`src/inc/thermal_profile_pkg.sv`:
```
/*
 * Shared constants and types of the thermal charge profile register bank:
 * register offsets, reset values, field layout, zone codes and scaling.
 * Assumes a single 100 MHz core clock and 8-bit register data.
 */
package thermal_profile_pkg;

  // ----------------------------------------------------------------------
  // Register offsets and reset values
  // ----------------------------------------------------------------------
  localparam logic [7:0] ADJUST_OFFSET = 8'h61;
  localparam logic [7:0] COLD_OFFSET = 8'h62;
  localparam logic [7:0] COOL_OFFSET = 8'h63;
  localparam logic [7:0] WARM_OFFSET = 8'h64;
  localparam logic [7:0] ADJUST_RESET = 8'h34;
  localparam logic [7:0] COLD_RESET = 8'h7C;
  localparam logic [7:0] COOL_RESET = 8'h6D;
  localparam logic [7:0] WARM_RESET = 8'h38;
  localparam logic [7:0] UNMAPPED_READ = 8'h00;

  // ----------------------------------------------------------------------
  // Field positions inside the adjustment register
  // ----------------------------------------------------------------------
  localparam int DROP_SEL_LSB = 4;
  localparam int SCALE_SEL_LSB = 0;

  // ----------------------------------------------------------------------
  // Scaling of codes into physical units
  // ----------------------------------------------------------------------
  localparam int THRESH_LSB_UV = 4688;
  localparam logic [5:0] DROP_STEP_MV = 6'h32;
  localparam logic [3:0] SCALE_FULL = 4'h8;
  localparam int SCALE_SHIFT = 3;

  // ----------------------------------------------------------------------
  // Serial port constants
  // ----------------------------------------------------------------------
  localparam logic [3:0] BITS_PER_BYTE = 4'h8;
  localparam logic [6:0] DEFAULT_DEV_ADDR = 7'h2A;

  // ----------------------------------------------------------------------
  // Types
  // ----------------------------------------------------------------------
  typedef struct packed {
    logic rsvd_hi;
    logic [2:0] warm_voltage_drop_sel;
    logic rsvd_lo;
    logic [2:0] thermal_current_scale_sel;
  } adjust_t;

  typedef struct packed {
    adjust_t thermal_charge_adjust;
    logic [7:0] lowest_temp_limit;
    logic [7:0] chill_temp_limit;
    logic [7:0] elevated_temp_limit;
  } profile_regs_t;

  typedef enum logic [1:0] {
    ZONE_NORMAL = 2'b00,
    ZONE_COOL = 2'b01,
    ZONE_WARM = 2'b11,
    ZONE_COLD = 2'b10
  } zone_t;

  typedef enum logic [2:0] {
    PORT_IDLE = 3'b000,
    PORT_RX = 3'b001,
    PORT_ACK = 3'b011,
    PORT_TX = 3'b010,
    PORT_ACK_IN = 3'b110
  } port_state_t;

endpackage : thermal_profile_pkg

```
`src/verilog/temp_zone_eval.sv`:
```
/*
 * Temperature zone evaluation: compares the sensed thermistor code with the
 * limit registers and derives the regulation drop and current scaling.
 * Assumes ts_code_in comes from logic on the same clock.
 */
`timescale 1ns/10ps

module temp_zone_eval #(
  parameter int CUR_W = 10
) (
  input wire logic core_clk_in,
  input wire logic rst_n_in,
  input wire logic [7:0] ts_code_in,
  input wire thermal_profile_pkg::profile_regs_t regs_in,
  input wire logic [CUR_W-1:0] programmed_fast_current_in,
  output thermal_profile_pkg::zone_t zone_out,
  output logic [8:0] vbat_drop_mv_out,
  output logic [CUR_W-1:0] fast_current_out,
  output logic charge_hold_out
);
  import thermal_profile_pkg::*;

  zone_t zone_reg, zone_next;
  logic [8:0] drop_reg, drop_next;
  logic [CUR_W-1:0] cur_reg, cur_next;
  logic hold_reg, hold_next;

  // ----------------------------------------------------------------------
  // Helpers
  // ----------------------------------------------------------------------
  // Code n keeps (8-n)/8 of the current; zero keeps all of it
  function automatic logic [CUR_W-1:0] scale_current(
    input logic [CUR_W-1:0] cur,
    input logic [2:0] sel
  );
    logic [CUR_W+3:0] prod;
    prod = {4'h0, cur} * {{CUR_W{1'b0}}, (SCALE_FULL - {1'b0, sel})};
    return prod[CUR_W+SCALE_SHIFT-1:SCALE_SHIFT];
  endfunction : scale_current

  // ----------------------------------------------------------------------
  // Zone decision and applied reductions
  // ----------------------------------------------------------------------
  // NTC: a higher sensed code means a colder pack
  always_comb begin
    zone_next = ZONE_NORMAL;
    if (ts_code_in >= regs_in.lowest_temp_limit) begin
      zone_next = ZONE_COLD;
    end else if (ts_code_in >= regs_in.chill_temp_limit) begin
      zone_next = ZONE_COOL;
    end else if (ts_code_in <= regs_in.elevated_temp_limit) begin
      zone_next = ZONE_WARM;
    end
    drop_next = 9'h000;
    cur_next = programmed_fast_current_in;
    hold_next = (zone_next == ZONE_COLD);
    if (zone_next == ZONE_WARM) begin
      // Each code step lowers the target another 50 mV
      // Widen both factors first: seven steps of 50 mV overflow six bits
      drop_next = 9'(regs_in.thermal_charge_adjust.warm_voltage_drop_sel) *
        9'(DROP_STEP_MV);
    end
    if (zone_next == ZONE_WARM || zone_next == ZONE_COOL) begin
      cur_next = scale_current(programmed_fast_current_in,
        regs_in.thermal_charge_adjust.thermal_current_scale_sel);
    end
  end

  always_ff @(posedge core_clk_in or negedge rst_n_in) begin
    if (!rst_n_in) begin
      zone_reg <= ZONE_NORMAL;
      drop_reg <= 9'h000;
      cur_reg <= '0;
      hold_reg <= 1'b0;
    end else begin
      zone_reg <= zone_next;
      drop_reg <= drop_next;
      cur_reg <= cur_next;
      hold_reg <= hold_next;
    end
  end

  assign zone_out = zone_reg;
  assign vbat_drop_mv_out = drop_reg;
  assign fast_current_out = cur_reg;
  assign charge_hold_out = hold_reg;

endmodule : temp_zone_eval

```
`src/verilog/thermal_charge_profile_regs.sv`:
```
/*
 * Thermal charge profile register bank behind a two-wire serial slave port,
 * with the zone evaluation that uses it.
 * Assumes scl/sda arrive asynchronously from pins and are resolved as open
 * drain outside; ts code and current setting come from core-clock logic.
 */
`timescale 1ns/10ps

module thermal_charge_profile_regs #(
  parameter logic [6:0] DEV_ADDR = thermal_profile_pkg::DEFAULT_DEV_ADDR,
  parameter int CUR_W = 10
) (
  input wire logic core_clk_in,
  input wire logic rst_n_in,
  input wire logic scl_in,
  input wire logic sda_in,
  output logic sda_out,
  output logic sda_oe_out,
  input wire logic [7:0] ts_code_in,
  input wire logic [CUR_W-1:0] programmed_fast_current_in,
  output thermal_profile_pkg::zone_t zone_out,
  output logic [8:0] vbat_drop_mv_out,
  output logic [CUR_W-1:0] fast_current_out,
  output logic charge_hold_out
);
  import thermal_profile_pkg::*;

  // ----------------------------------------------------------------------
  // Reset release
  // ----------------------------------------------------------------------
  logic [1:0] rst_sync_reg;
  logic rst_n;

  // Assert at once, release two edges later
  always_ff @(posedge core_clk_in or negedge rst_n_in) begin
    if (!rst_n_in) begin
      rst_sync_reg <= 2'b00;
    end else begin
      rst_sync_reg <= {rst_sync_reg[0], 1'b1};
    end
  end
  assign rst_n = rst_sync_reg[1];

  // ----------------------------------------------------------------------
  // Pin synchronisers
  // ----------------------------------------------------------------------
  logic [2:0] scl_sync_reg, scl_sync_next;
  logic [2:0] sda_sync_reg, sda_sync_next;
  logic scl_lvl_reg, scl_lvl_next;
  logic sda_lvl_reg, sda_lvl_next;

  // Level only moves once stages two and three agree, hiding one-cycle glitches
  always_comb begin
    scl_sync_next = {scl_sync_reg[1:0], scl_in};
    sda_sync_next = {sda_sync_reg[1:0], sda_in};
    scl_lvl_next = scl_lvl_reg;
    sda_lvl_next = sda_lvl_reg;
    if (scl_sync_reg[1] == scl_sync_reg[2]) begin
      scl_lvl_next = scl_sync_reg[2];
    end
    if (sda_sync_reg[1] == sda_sync_reg[2]) begin
      sda_lvl_next = sda_sync_reg[2];
    end
  end

  always_ff @(posedge core_clk_in or negedge rst_n) begin
    if (!rst_n) begin
      scl_sync_reg <= 3'b111;
      sda_sync_reg <= 3'b111;
      scl_lvl_reg <= 1'b1;
      sda_lvl_reg <= 1'b1;
    end else begin
      scl_sync_reg <= scl_sync_next;
      sda_sync_reg <= sda_sync_next;
      scl_lvl_reg <= scl_lvl_next;
      sda_lvl_reg <= sda_lvl_next;
    end
  end

  // Bus events from the filtered levels
  logic scl_rise, scl_fall, start_cond, stop_cond;
  assign scl_rise = scl_lvl_next & ~scl_lvl_reg;
  assign scl_fall = ~scl_lvl_next & scl_lvl_reg;
  assign start_cond = scl_lvl_reg & scl_lvl_next & sda_lvl_reg & ~sda_lvl_next;
  assign stop_cond = scl_lvl_reg & scl_lvl_next & ~sda_lvl_reg & sda_lvl_next;

  // ----------------------------------------------------------------------
  // Register read decode
  // ----------------------------------------------------------------------
  // Unmapped offsets read as zero so a block read never stalls the host
  function automatic logic [7:0] read_reg(
    input profile_regs_t r,
    input logic [7:0] ofs
  );
    case (ofs)
      ADJUST_OFFSET: read_reg = r.thermal_charge_adjust;
      COLD_OFFSET: read_reg = r.lowest_temp_limit;
      COOL_OFFSET: read_reg = r.chill_temp_limit;
      WARM_OFFSET: read_reg = r.elevated_temp_limit;
      default: read_reg = UNMAPPED_READ;
    endcase
  endfunction : read_reg

  // ----------------------------------------------------------------------
  // Serial slave and register file
  // ----------------------------------------------------------------------
  port_state_t state_reg, state_next;
  logic [3:0] bit_cnt_reg, bit_cnt_next;
  logic [7:0] shift_reg, shift_next;
  logic [7:0] ptr_reg, ptr_next;
  logic [1:0] byte_idx_reg, byte_idx_next;
  logic rd_reg, rd_next;
  logic nack_reg, nack_next;
  logic sda_oe_reg, sda_oe_next;
  profile_regs_t regs_reg, regs_next;

  // Address byte, then pointer byte, then data with pointer auto-increment
  always_comb begin
    state_next = state_reg;
    bit_cnt_next = bit_cnt_reg;
    shift_next = shift_reg;
    ptr_next = ptr_reg;
    byte_idx_next = byte_idx_reg;
    rd_next = rd_reg;
    nack_next = nack_reg;
    regs_next = regs_reg;
    if (start_cond) begin
      // Repeated start keeps the pointer for write-then-read
      state_next = PORT_RX;
      bit_cnt_next = 4'h0;
      byte_idx_next = 2'd0;
    end else if (stop_cond) begin
      state_next = PORT_IDLE;
    end else begin
      case (state_reg)
        PORT_IDLE: begin
          state_next = PORT_IDLE;
        end
        PORT_RX: begin
          if (scl_rise && bit_cnt_reg < BITS_PER_BYTE) begin
            shift_next = {shift_reg[6:0], sda_lvl_reg};
            bit_cnt_next = bit_cnt_reg + 4'h1;
          end else if (scl_fall && bit_cnt_reg == BITS_PER_BYTE) begin
            state_next = PORT_ACK;
            if (byte_idx_reg == 2'd0) begin
              rd_next = shift_reg[0];
              if (shift_reg[7:1] != DEV_ADDR) begin
                state_next = PORT_IDLE; // Not ours: stay off the bus
              end
            end else if (byte_idx_reg == 2'd1) begin
              ptr_next = shift_reg;
            end else begin
              // All eight bits store, reserved ones included
              case (ptr_reg)
                ADJUST_OFFSET: begin
                  regs_next.thermal_charge_adjust = shift_reg;
                end
                COLD_OFFSET: regs_next.lowest_temp_limit = shift_reg;
                COOL_OFFSET: regs_next.chill_temp_limit = shift_reg;
                WARM_OFFSET: begin
                  regs_next.elevated_temp_limit = shift_reg;
                end
                default: regs_next = regs_reg;
              endcase
              ptr_next = 8'(ptr_reg + 8'h01);
            end
            if (byte_idx_reg != 2'd2) begin
              byte_idx_next = byte_idx_reg + 2'd1;
            end
          end
        end
        PORT_ACK: begin
          if (scl_fall) begin
            bit_cnt_next = 4'h0;
            if (rd_reg) begin
              state_next = PORT_TX;
              shift_next = read_reg(regs_reg, ptr_reg);
              ptr_next = 8'(ptr_reg + 8'h01);
            end else begin
              state_next = PORT_RX;
            end
          end
        end
        PORT_TX: begin
          if (scl_fall) begin
            if (bit_cnt_reg == BITS_PER_BYTE - 4'h1) begin
              state_next = PORT_ACK_IN;
            end else begin
              shift_next = {shift_reg[6:0], 1'b0};
              bit_cnt_next = bit_cnt_reg + 4'h1;
            end
          end
        end
        PORT_ACK_IN: begin
          if (scl_rise) begin
            nack_next = sda_lvl_reg;
          end else if (scl_fall) begin
            // Host acknowledge asks for the next byte; a nack ends the read
            if (nack_reg) begin
              state_next = PORT_IDLE;
            end else begin
              state_next = PORT_TX;
              bit_cnt_next = 4'h0;
              shift_next = read_reg(regs_reg, ptr_reg);
              ptr_next = 8'(ptr_reg + 8'h01);
            end
          end
        end
        default: begin
          state_next = PORT_IDLE;
        end
      endcase
    end
    // Pull low for our acknowledge and for each zero data bit
    sda_oe_next = (state_next == PORT_ACK) ||
      (state_next == PORT_TX && !shift_next[7]);
  end

  always_ff @(posedge core_clk_in or negedge rst_n) begin
    if (!rst_n) begin
      state_reg <= PORT_IDLE;
      bit_cnt_reg <= 4'h0;
      shift_reg <= 8'h00;
      ptr_reg <= 8'h00;
      byte_idx_reg <= 2'd0;
      rd_reg <= 1'b0;
      nack_reg <= 1'b0;
      sda_oe_reg <= 1'b0;
      regs_reg.thermal_charge_adjust <= ADJUST_RESET;
      regs_reg.lowest_temp_limit <= COLD_RESET;
      regs_reg.chill_temp_limit <= COOL_RESET;
      regs_reg.elevated_temp_limit <= WARM_RESET;
    end else begin
      state_reg <= state_next;
      bit_cnt_reg <= bit_cnt_next;
      shift_reg <= shift_next;
      ptr_reg <= ptr_next;
      byte_idx_reg <= byte_idx_next;
      rd_reg <= rd_next;
      nack_reg <= nack_next;
      sda_oe_reg <= sda_oe_next;
      regs_reg <= regs_next;
    end
  end

  // Open drain: only ever drive low
  assign sda_out = 1'b0;
  assign sda_oe_out = sda_oe_reg;

  // ----------------------------------------------------------------------
  // Zone evaluation
  // ----------------------------------------------------------------------
  temp_zone_eval #(
    .CUR_W(CUR_W)
  ) u_zone (
    .core_clk_in(core_clk_in),
    .rst_n_in(rst_n),
    .ts_code_in(ts_code_in),
    .regs_in(regs_reg),
    .programmed_fast_current_in(programmed_fast_current_in),
    .zone_out(zone_out),
    .vbat_drop_mv_out(vbat_drop_mv_out),
    .fast_current_out(fast_current_out),
    .charge_hold_out(charge_hold_out)
  );

endmodule : thermal_charge_profile_regs

```
`config.mk`:
```
export PLATFORM = sky130hd
export DESIGN_NAME = thermal_charge_profile_regs
export DESIGN_NICKNAME = d
export VERILOG_FILES = /design/src/inc/thermal_profile_pkg.sv /design/src/verilog/temp_zone_eval.sv /design/src/verilog/thermal_charge_profile_regs.sv
export SDC_FILE = /design/constraint.sdc
export NUM_CORES = 1
export LEC_CHECK = 0
export ABC_AREA = 1
export BUFFER_PORTS_ARGS = -buffer_cell sky130_fd_sc_hd__buf_2
export CAP_MARGIN = 20
export CORE_MARGIN = 5
export CORE_UTILIZATION = 35
export DETAILED_ROUTE_END_ITERATION = 8
export GPL_TIMING_DRIVEN = 0
export PLACE_DENSITY = 0.65
export SYNTH_ARGS = -nofsm -noshare
export SYNTH_HDL_FRONTEND = slang
export SYNTH_HIERARCHICAL = 1
export SYNTH_SLANG_ARGS = --single-unit
```
`constraint.sdc`:
```
create_clock -name core_clk_in -period 2.5 [get_ports core_clk_in]
set_clock_uncertainty 0.05 [all_clocks]
set_input_delay 0 -clock core_clk_in [delete_from_list [all_inputs] [get_ports core_clk_in]]
set_output_delay 0 -clock core_clk_in [all_outputs]
set_load 0.005 [all_outputs]
```
# Word level (Yosys, flattened, before mapping)
# Cells that the tools add are included.
# totals
reg_bits	92
input_bits	22
out_inout_bits	24
wordCells	173
# classes
add_sub_neg	4
multipliers	2
n_lt_le_gt_ge	4
eq_ne	40
mux	59
bitwise_logic	16
reduce_logical	23
# ops
op	count
$mux 8	19
$pmux 8 s4	2
$mux 4	9
$eq 8x7->1 const B	4
$reduce_and 8->1	4
$ne 2x2->1 const B	14
$mux 3	9
$mux 2	13
$pmux 8 s3	1
$reduce_and 11->1	2
$ne 3x3->1 const B	7
$ge 8x8->1	2
$pmux 4 s4	1
$mul 10x4->13	1
$eq 3x2->1 const B	4
$pmux 3 s4	1
$mux 10	1
$mux 9	1
$not 1->1	9
$reduce_and 9->1	1
$add 8x1->8 const B	1
$le 8x8->1	1
$mul 3x5->8 const B	1
$and 1x1->1	7
24 further kinds	33

# Logic depth before layout (Yosys ltp)
# logic_depth
ltp_word	13
ltp_mapped	21
depth_no_buf	20

# Cells and area by module
# Netlist, hierarchy kept.
# modules_own_cells
mod	instances	cells_per_inst	area_each_um2	seq_area_each_um2
thermal_charge_profile_regs	1	462	3892.5	1781.7
temp_zone_eval	1	407	2783.9	500.5

# Worst setup path before layout
# Ideal clock, no wire load.
# synth_path
path_kind	reg2reg
start	register regs_reg[24] (netlist name)
end	register u_zone.cur_reg[6], in the netlist u_zone/fast_current_out[6]
setup_ns	0.116
arrival_ns	3.338
t_required_ns	2.334
slack_ns	-1.004
path_stages_with_launch	20
n_path_buf	1
period_less_slack_ns	3.504
cell_sequence	dfrtp_1 -> buf_6 -> inv_2 -> ha_1 -> or2_2 -> nand2_1 -> nor2_1 -> fa_1 -> inv_1 -> fa_1 -> inv_1 -> ha_1 -> a21oi_1 -> nor2_1 -> nor2_1 -> nand2_1 -> nand2_1 -> nand2_1 -> nand3_1 -> nand2_1
# synth_via
elab_chain_cells	3
# synth_lines
element	line	rtl
from (decl)	thermal_charge_profile_regs.sv:115	profile_regs_t regs_reg, regs_next;
from (signal assigned)	thermal_charge_profile_regs.sv:242	regs_reg <= regs_next;
$sub 4x3->4	temp_zone_eval.sv:37	prod = {4'h0, cur} * {{CUR_W{1'b0}}, (SCALE_FULL - {1'b0, sel})};
$mul 10x4->13	temp_zone_eval.sv:37	
$mux 10	temp_zone_eval.sv:63	if (zone_next == ZONE_WARM || zone_next == ZONE_COOL) begin
named net u_zone.cur_next[6]	temp_zone_eval.sv:25	logic [CUR_W-1:0] cur_reg, cur_next;
to (signal assigned)	temp_zone_eval.sv:78	cur_reg <= cur_next;
to (decl)	temp_zone_eval.sv:25	
# The timed path passes the listed nets, and every way through them passes these cells.
# A chain may end at the register's enable or synchronous reset.

# Worst setup path after layout
# layout_path
start	register regs_reg[24] (netlist name)
end	register u_zone.cur_reg[9], in the netlist u_zone/fast_current_out[9]
# Same word-level chain as after synthesis.

==> flow_summary.ini <==
[die]
coreArea_sq_um = 18800
number_of_ports_placed_on_the_die_boundary = 46
die_area_sq_um = 21900
dieWidth_um = 148
placementRows = 50
die_h_um = 148
floorplan.initialDensity = 0.356

[global_route]
grt_overflow = 0
grt_pass1_wl_um = 26900
grt_antenna_before_repair = 0
first_global_vias = 5479
grt_max_degree = 70
overall_routing_resource_usage = 0.151

[power]
power.density_nw_per_um2 = 553
power_leakage_uw = 0.00395
total_power_uw = 4490
maximum_vdd_drop_mv = 0.271

[run_status]
outcome = finished, violations left
failing_checks = negative setup slack

[yosys]
synth_fp_nets = 959
postSynthAreaPerCell_sq_um = 7.68
yosys_register_bits = 90
adder_cell_fraction_of_synth_area = 0.147
synth.mux.area_fraction = 0.00300
synth_largest_area_cell = sky130_fd_sc_hd__dfrtp_1
synth_top_family_by_area = simple AND/OR/NAND/NOR gates
syn_inst = 869
yosys_warnings = 6
yosysMostFrequentCell = sky130_fd_sc_hd__nand2_1
synth.cells.most_frequent = 240 x sky130_fd_sc_hd__nand2_1, 159 x sky130_fd_sc_hd__inv_1, 72 x sky130_fd_sc_hd__nor2_1
synth_seq_area_share = 0.342
synth-compound-area-share = 0.102
netlist_area_sq_um = 6680
synthSimpleGateAreaFrac = 0.273
async_flop_share = 1.00
post_synth_main_area_contributors = sky130_fd_sc_hd__dfrtp_1 25%, sky130_fd_sc_hd__nand2_1 13%, sky130_fd_sc_hd__ha_1 9.7%
netlist-cell-type-count = 46
ys_dominant_reg_cell = sky130_fd_sc_hd__dfrtp_1
synth_largest_type_area_fraction = 0.247
synth_xor_area_frac = 0.0131
synth_edf_count = 0

[sta]
final-max-slew-violation-count = 0
finalSetupViolCount = 10
unrepaired_setup_endpoints_after_global_routing = yes
setup_slack_ns = -0.816
total_negative_setup_slack_ns = -7.14
min_period_ns = 3.32
final_clock_period_utilization_by_the_worst_path = 1.33
hold_viol = 0
clock.fmax_mhz = 302

[worst_setup_path]
timing.critical_path.from_type = flop
worst-endpoint-arrival_ns = 3.50
worstSetupPathType = flop to flop
cp_data_required_time_ns = 2.69
endpoint_kind = flop
timing.critical_path.fanout_max = 5

[clocking]
cts_tree = built
worstSkewPairLatency_ns = 0.35
tritoncts.num_buffers = 9
clock_path_buffers = 2
clkSinkCount = 90
cts_max_level = 3
clk_pin_slew_ns = 0.07
cts_root_buffer = sky130_fd_sc_hd__clkbuf_16

[drt]
drt-vias-per-instance = 4.76
wl_per_cell_um = 13.6
drtAntennaViolNets = 0
drc = 0
detail_route.first_pass.iterations = 5
via_count = 5653
wirelength_routed_um = 16100
drt_iter0_drc = 360

[hold_path]
min_path_type = flop to asynchronous set/reset pin

[finish]
multi_input_area_sq_um = 3900
nets = 1038
antenna_diode_instance_count = 0
area.sequential_sq_um = 2290
number_of_flip_flops_in_the_largest_register = 32
area_growth_pct = 21.6
layout-drive-gt1-share = 0.253
filler_cell_count = 1890

[flow_run]
max-cap-violations = 0

[place]
dpl.hpwl_um = 12100
buffer_ports.inserted = 43
gp_routability_congestion = 0.848
## critical path: stages (launching register included)
cell and delay (ns):
sky130_fd_sc_hd__dfrtp_1 0.39, sky130_fd_sc_hd__buf_6 0.13, sky130_fd_sc_hd__inv_6 0.03, sky130_fd_sc_hd__ha_4 0.14
sky130_fd_sc_hd__or2_4 0.27, sky130_fd_sc_hd__nand2_8 0.11, sky130_fd_sc_hd__nor2_2 0.05, sky130_fd_sc_hd__fa_1 0.50
sky130_fd_sc_hd__inv_1 0.05, sky130_fd_sc_hd__fa_1 0.49, sky130_fd_sc_hd__inv_2 0.05, sky130_fd_sc_hd__ha_4 0.29
sky130_fd_sc_hd__nand2_2 0.08, sky130_fd_sc_hd__nor2_2 0.09, sky130_fd_sc_hd__nand2_1 0.07, sky130_fd_sc_hd__nand3_2 0.08
sky130_fd_sc_hd__nand2_1 0.07, sky130_fd_sc_hd__nand3_2 0.07, sky130_fd_sc_hd__nand2_2 0.05, sky130_fd_sc_hd__nand3_1 0.06
sky130_fd_sc_hd__nand2_1 0.07
## cell usage in the layout (no fill, tap or decap), types with 3 or more instances in the layout
master,n
sky130_fd_sc_hd__a21oi_4,3
sky130_fd_sc_hd__nor2_2,14
sky130_fd_sc_hd__a21oi_2,7
sky130_fd_sc_hd__o21ai_2,17
sky130_fd_sc_hd__bufinv_16,5
sky130_fd_sc_hd__dfstp_2,24
sky130_fd_sc_hd__nand3_1,38
sky130_fd_sc_hd__fa_1,15
sky130_fd_sc_hd__nor2_1,61
sky130_fd_sc_hd__buf_4,14
sky130_fd_sc_hd__inv_2,20
sky130_fd_sc_hd__o21ai_0,22
sky130_fd_sc_hd__nor2_4,5
sky130_fd_sc_hd__dlygate4sd3_1,14
sky130_fd_sc_hd__o211ai_1,8
sky130_fd_sc_hd__nand2_2,28
sky130_fd_sc_hd__xnor2_1,3
sky130_fd_sc_hd__nand2_4,4
sky130_fd_sc_hd__clkbuf_16,9
sky130_fd_sc_hd__inv_1,146
sky130_fd_sc_hd__nand2_1,219
sky130_fd_sc_hd__nand4_1,13
sky130_fd_sc_hd__dfrtp_1,65
sky130_fd_sc_hd__o21ai_1,24
sky130_fd_sc_hd__nand3_4,7
sky130_fd_sc_hd__ha_4,8
sky130_fd_sc_hd__ha_1,44
sky130_fd_sc_hd__conb_1,3
sky130_fd_sc_hd__nand3_2,6
sky130_fd_sc_hd__a21oi_1,17
sky130_fd_sc_hd__buf_2,43
sky130_fd_sc_hd__xor2_1,5
sky130_fd_sc_hd__buf_6,10
## final timing paths
| path | startpoint | to | slack, ns | cells past startpoint |
|---|---|---|---|---|
| max | regs_reg[24] | u_zone/fast_current_out[9] | -0.82 | 20 |
| min | rst_sync_reg[1] | u_zone/fast_current_out[8] | 0.16 | 0 |
| max reg2reg | regs_reg[24] | u_zone/fast_current_out[9] | -0.82 | 20 |
| min reg2reg | rst_sync_reg[1] | u_zone/fast_current_out[8] | 0.16 | 0 |
| max in group asynchronous | rst_sync_reg[1] | regs_reg[21] | 1.54 | 1 |
| min in group core_clk_in | sda_in | sda_sync_reg[0] | 0.24 | 2 |
## kinds of logic after synthesis
kind of cell	Yosys count
xor+xnor	10
simple gates	403
buf+inv	185
mux	2
compound gates	107
flops	90
other cells	3
fa+ha+maj	69
## area by class of cell
type,instances,area share
Buffer,15,0.0180
Inverter,170,0.0805
Tap cell,234,0.0361
Timing Repair Buffer,67,0.0559
Clock buffer,9,0.0277
Multi-Input combinational cell,595,0.480
Sequential cell,90,0.282
Clock inverter,7,0.0202
## layer usage
layer	up-vias	part of all wire	GRT usage
met5	-	0	0
met4	0	0.016	0.0517
met3	16	0.032	0.0168
met2	107	0.48	0.248
met1	2665	0.47	0.207
li1	2865	-	-
## timing repair
action / CTS / global route
endpoints found under the hold margin: 14 / 0
resized for setup: 8 / 25
gates cloned: 1 / 0
pin swaps: 14 / 10
hold buffers: 14 / 0
endpoints found under the setup margin: 10 / 10
buffers inserted: 6 / 3
## power by group
| group | switching [uW] | internal (uW) |
|---|---|---|
| combinational | 630 | 379 |
| clock | 603 | 1180 |
| sequential | 110 | 1590 |
| total | 1340 | 3150 |
## per-stage QoR
stage / setup slack (ns) / util / instances / hold slack (ns) / instance area, sq um
CTS: -0.822 / 0.427 / 1184 / 0.181 / 8010
floorplan: -0.630 / - / 869 / -0.346 / 6860
detailed placement: -0.952 / 0.394 / 1147 / -0.262 / 7400
finish: -0.816 / 0.433 / 1187 / 0.162 / 8120
global route: -1.01 / 0.433 / 1187 / 0.201 / 8120
global placement: -0.937 / 0.393 / 1146 / -0.264 / 7370
Power figures use the tool's default switching activity.
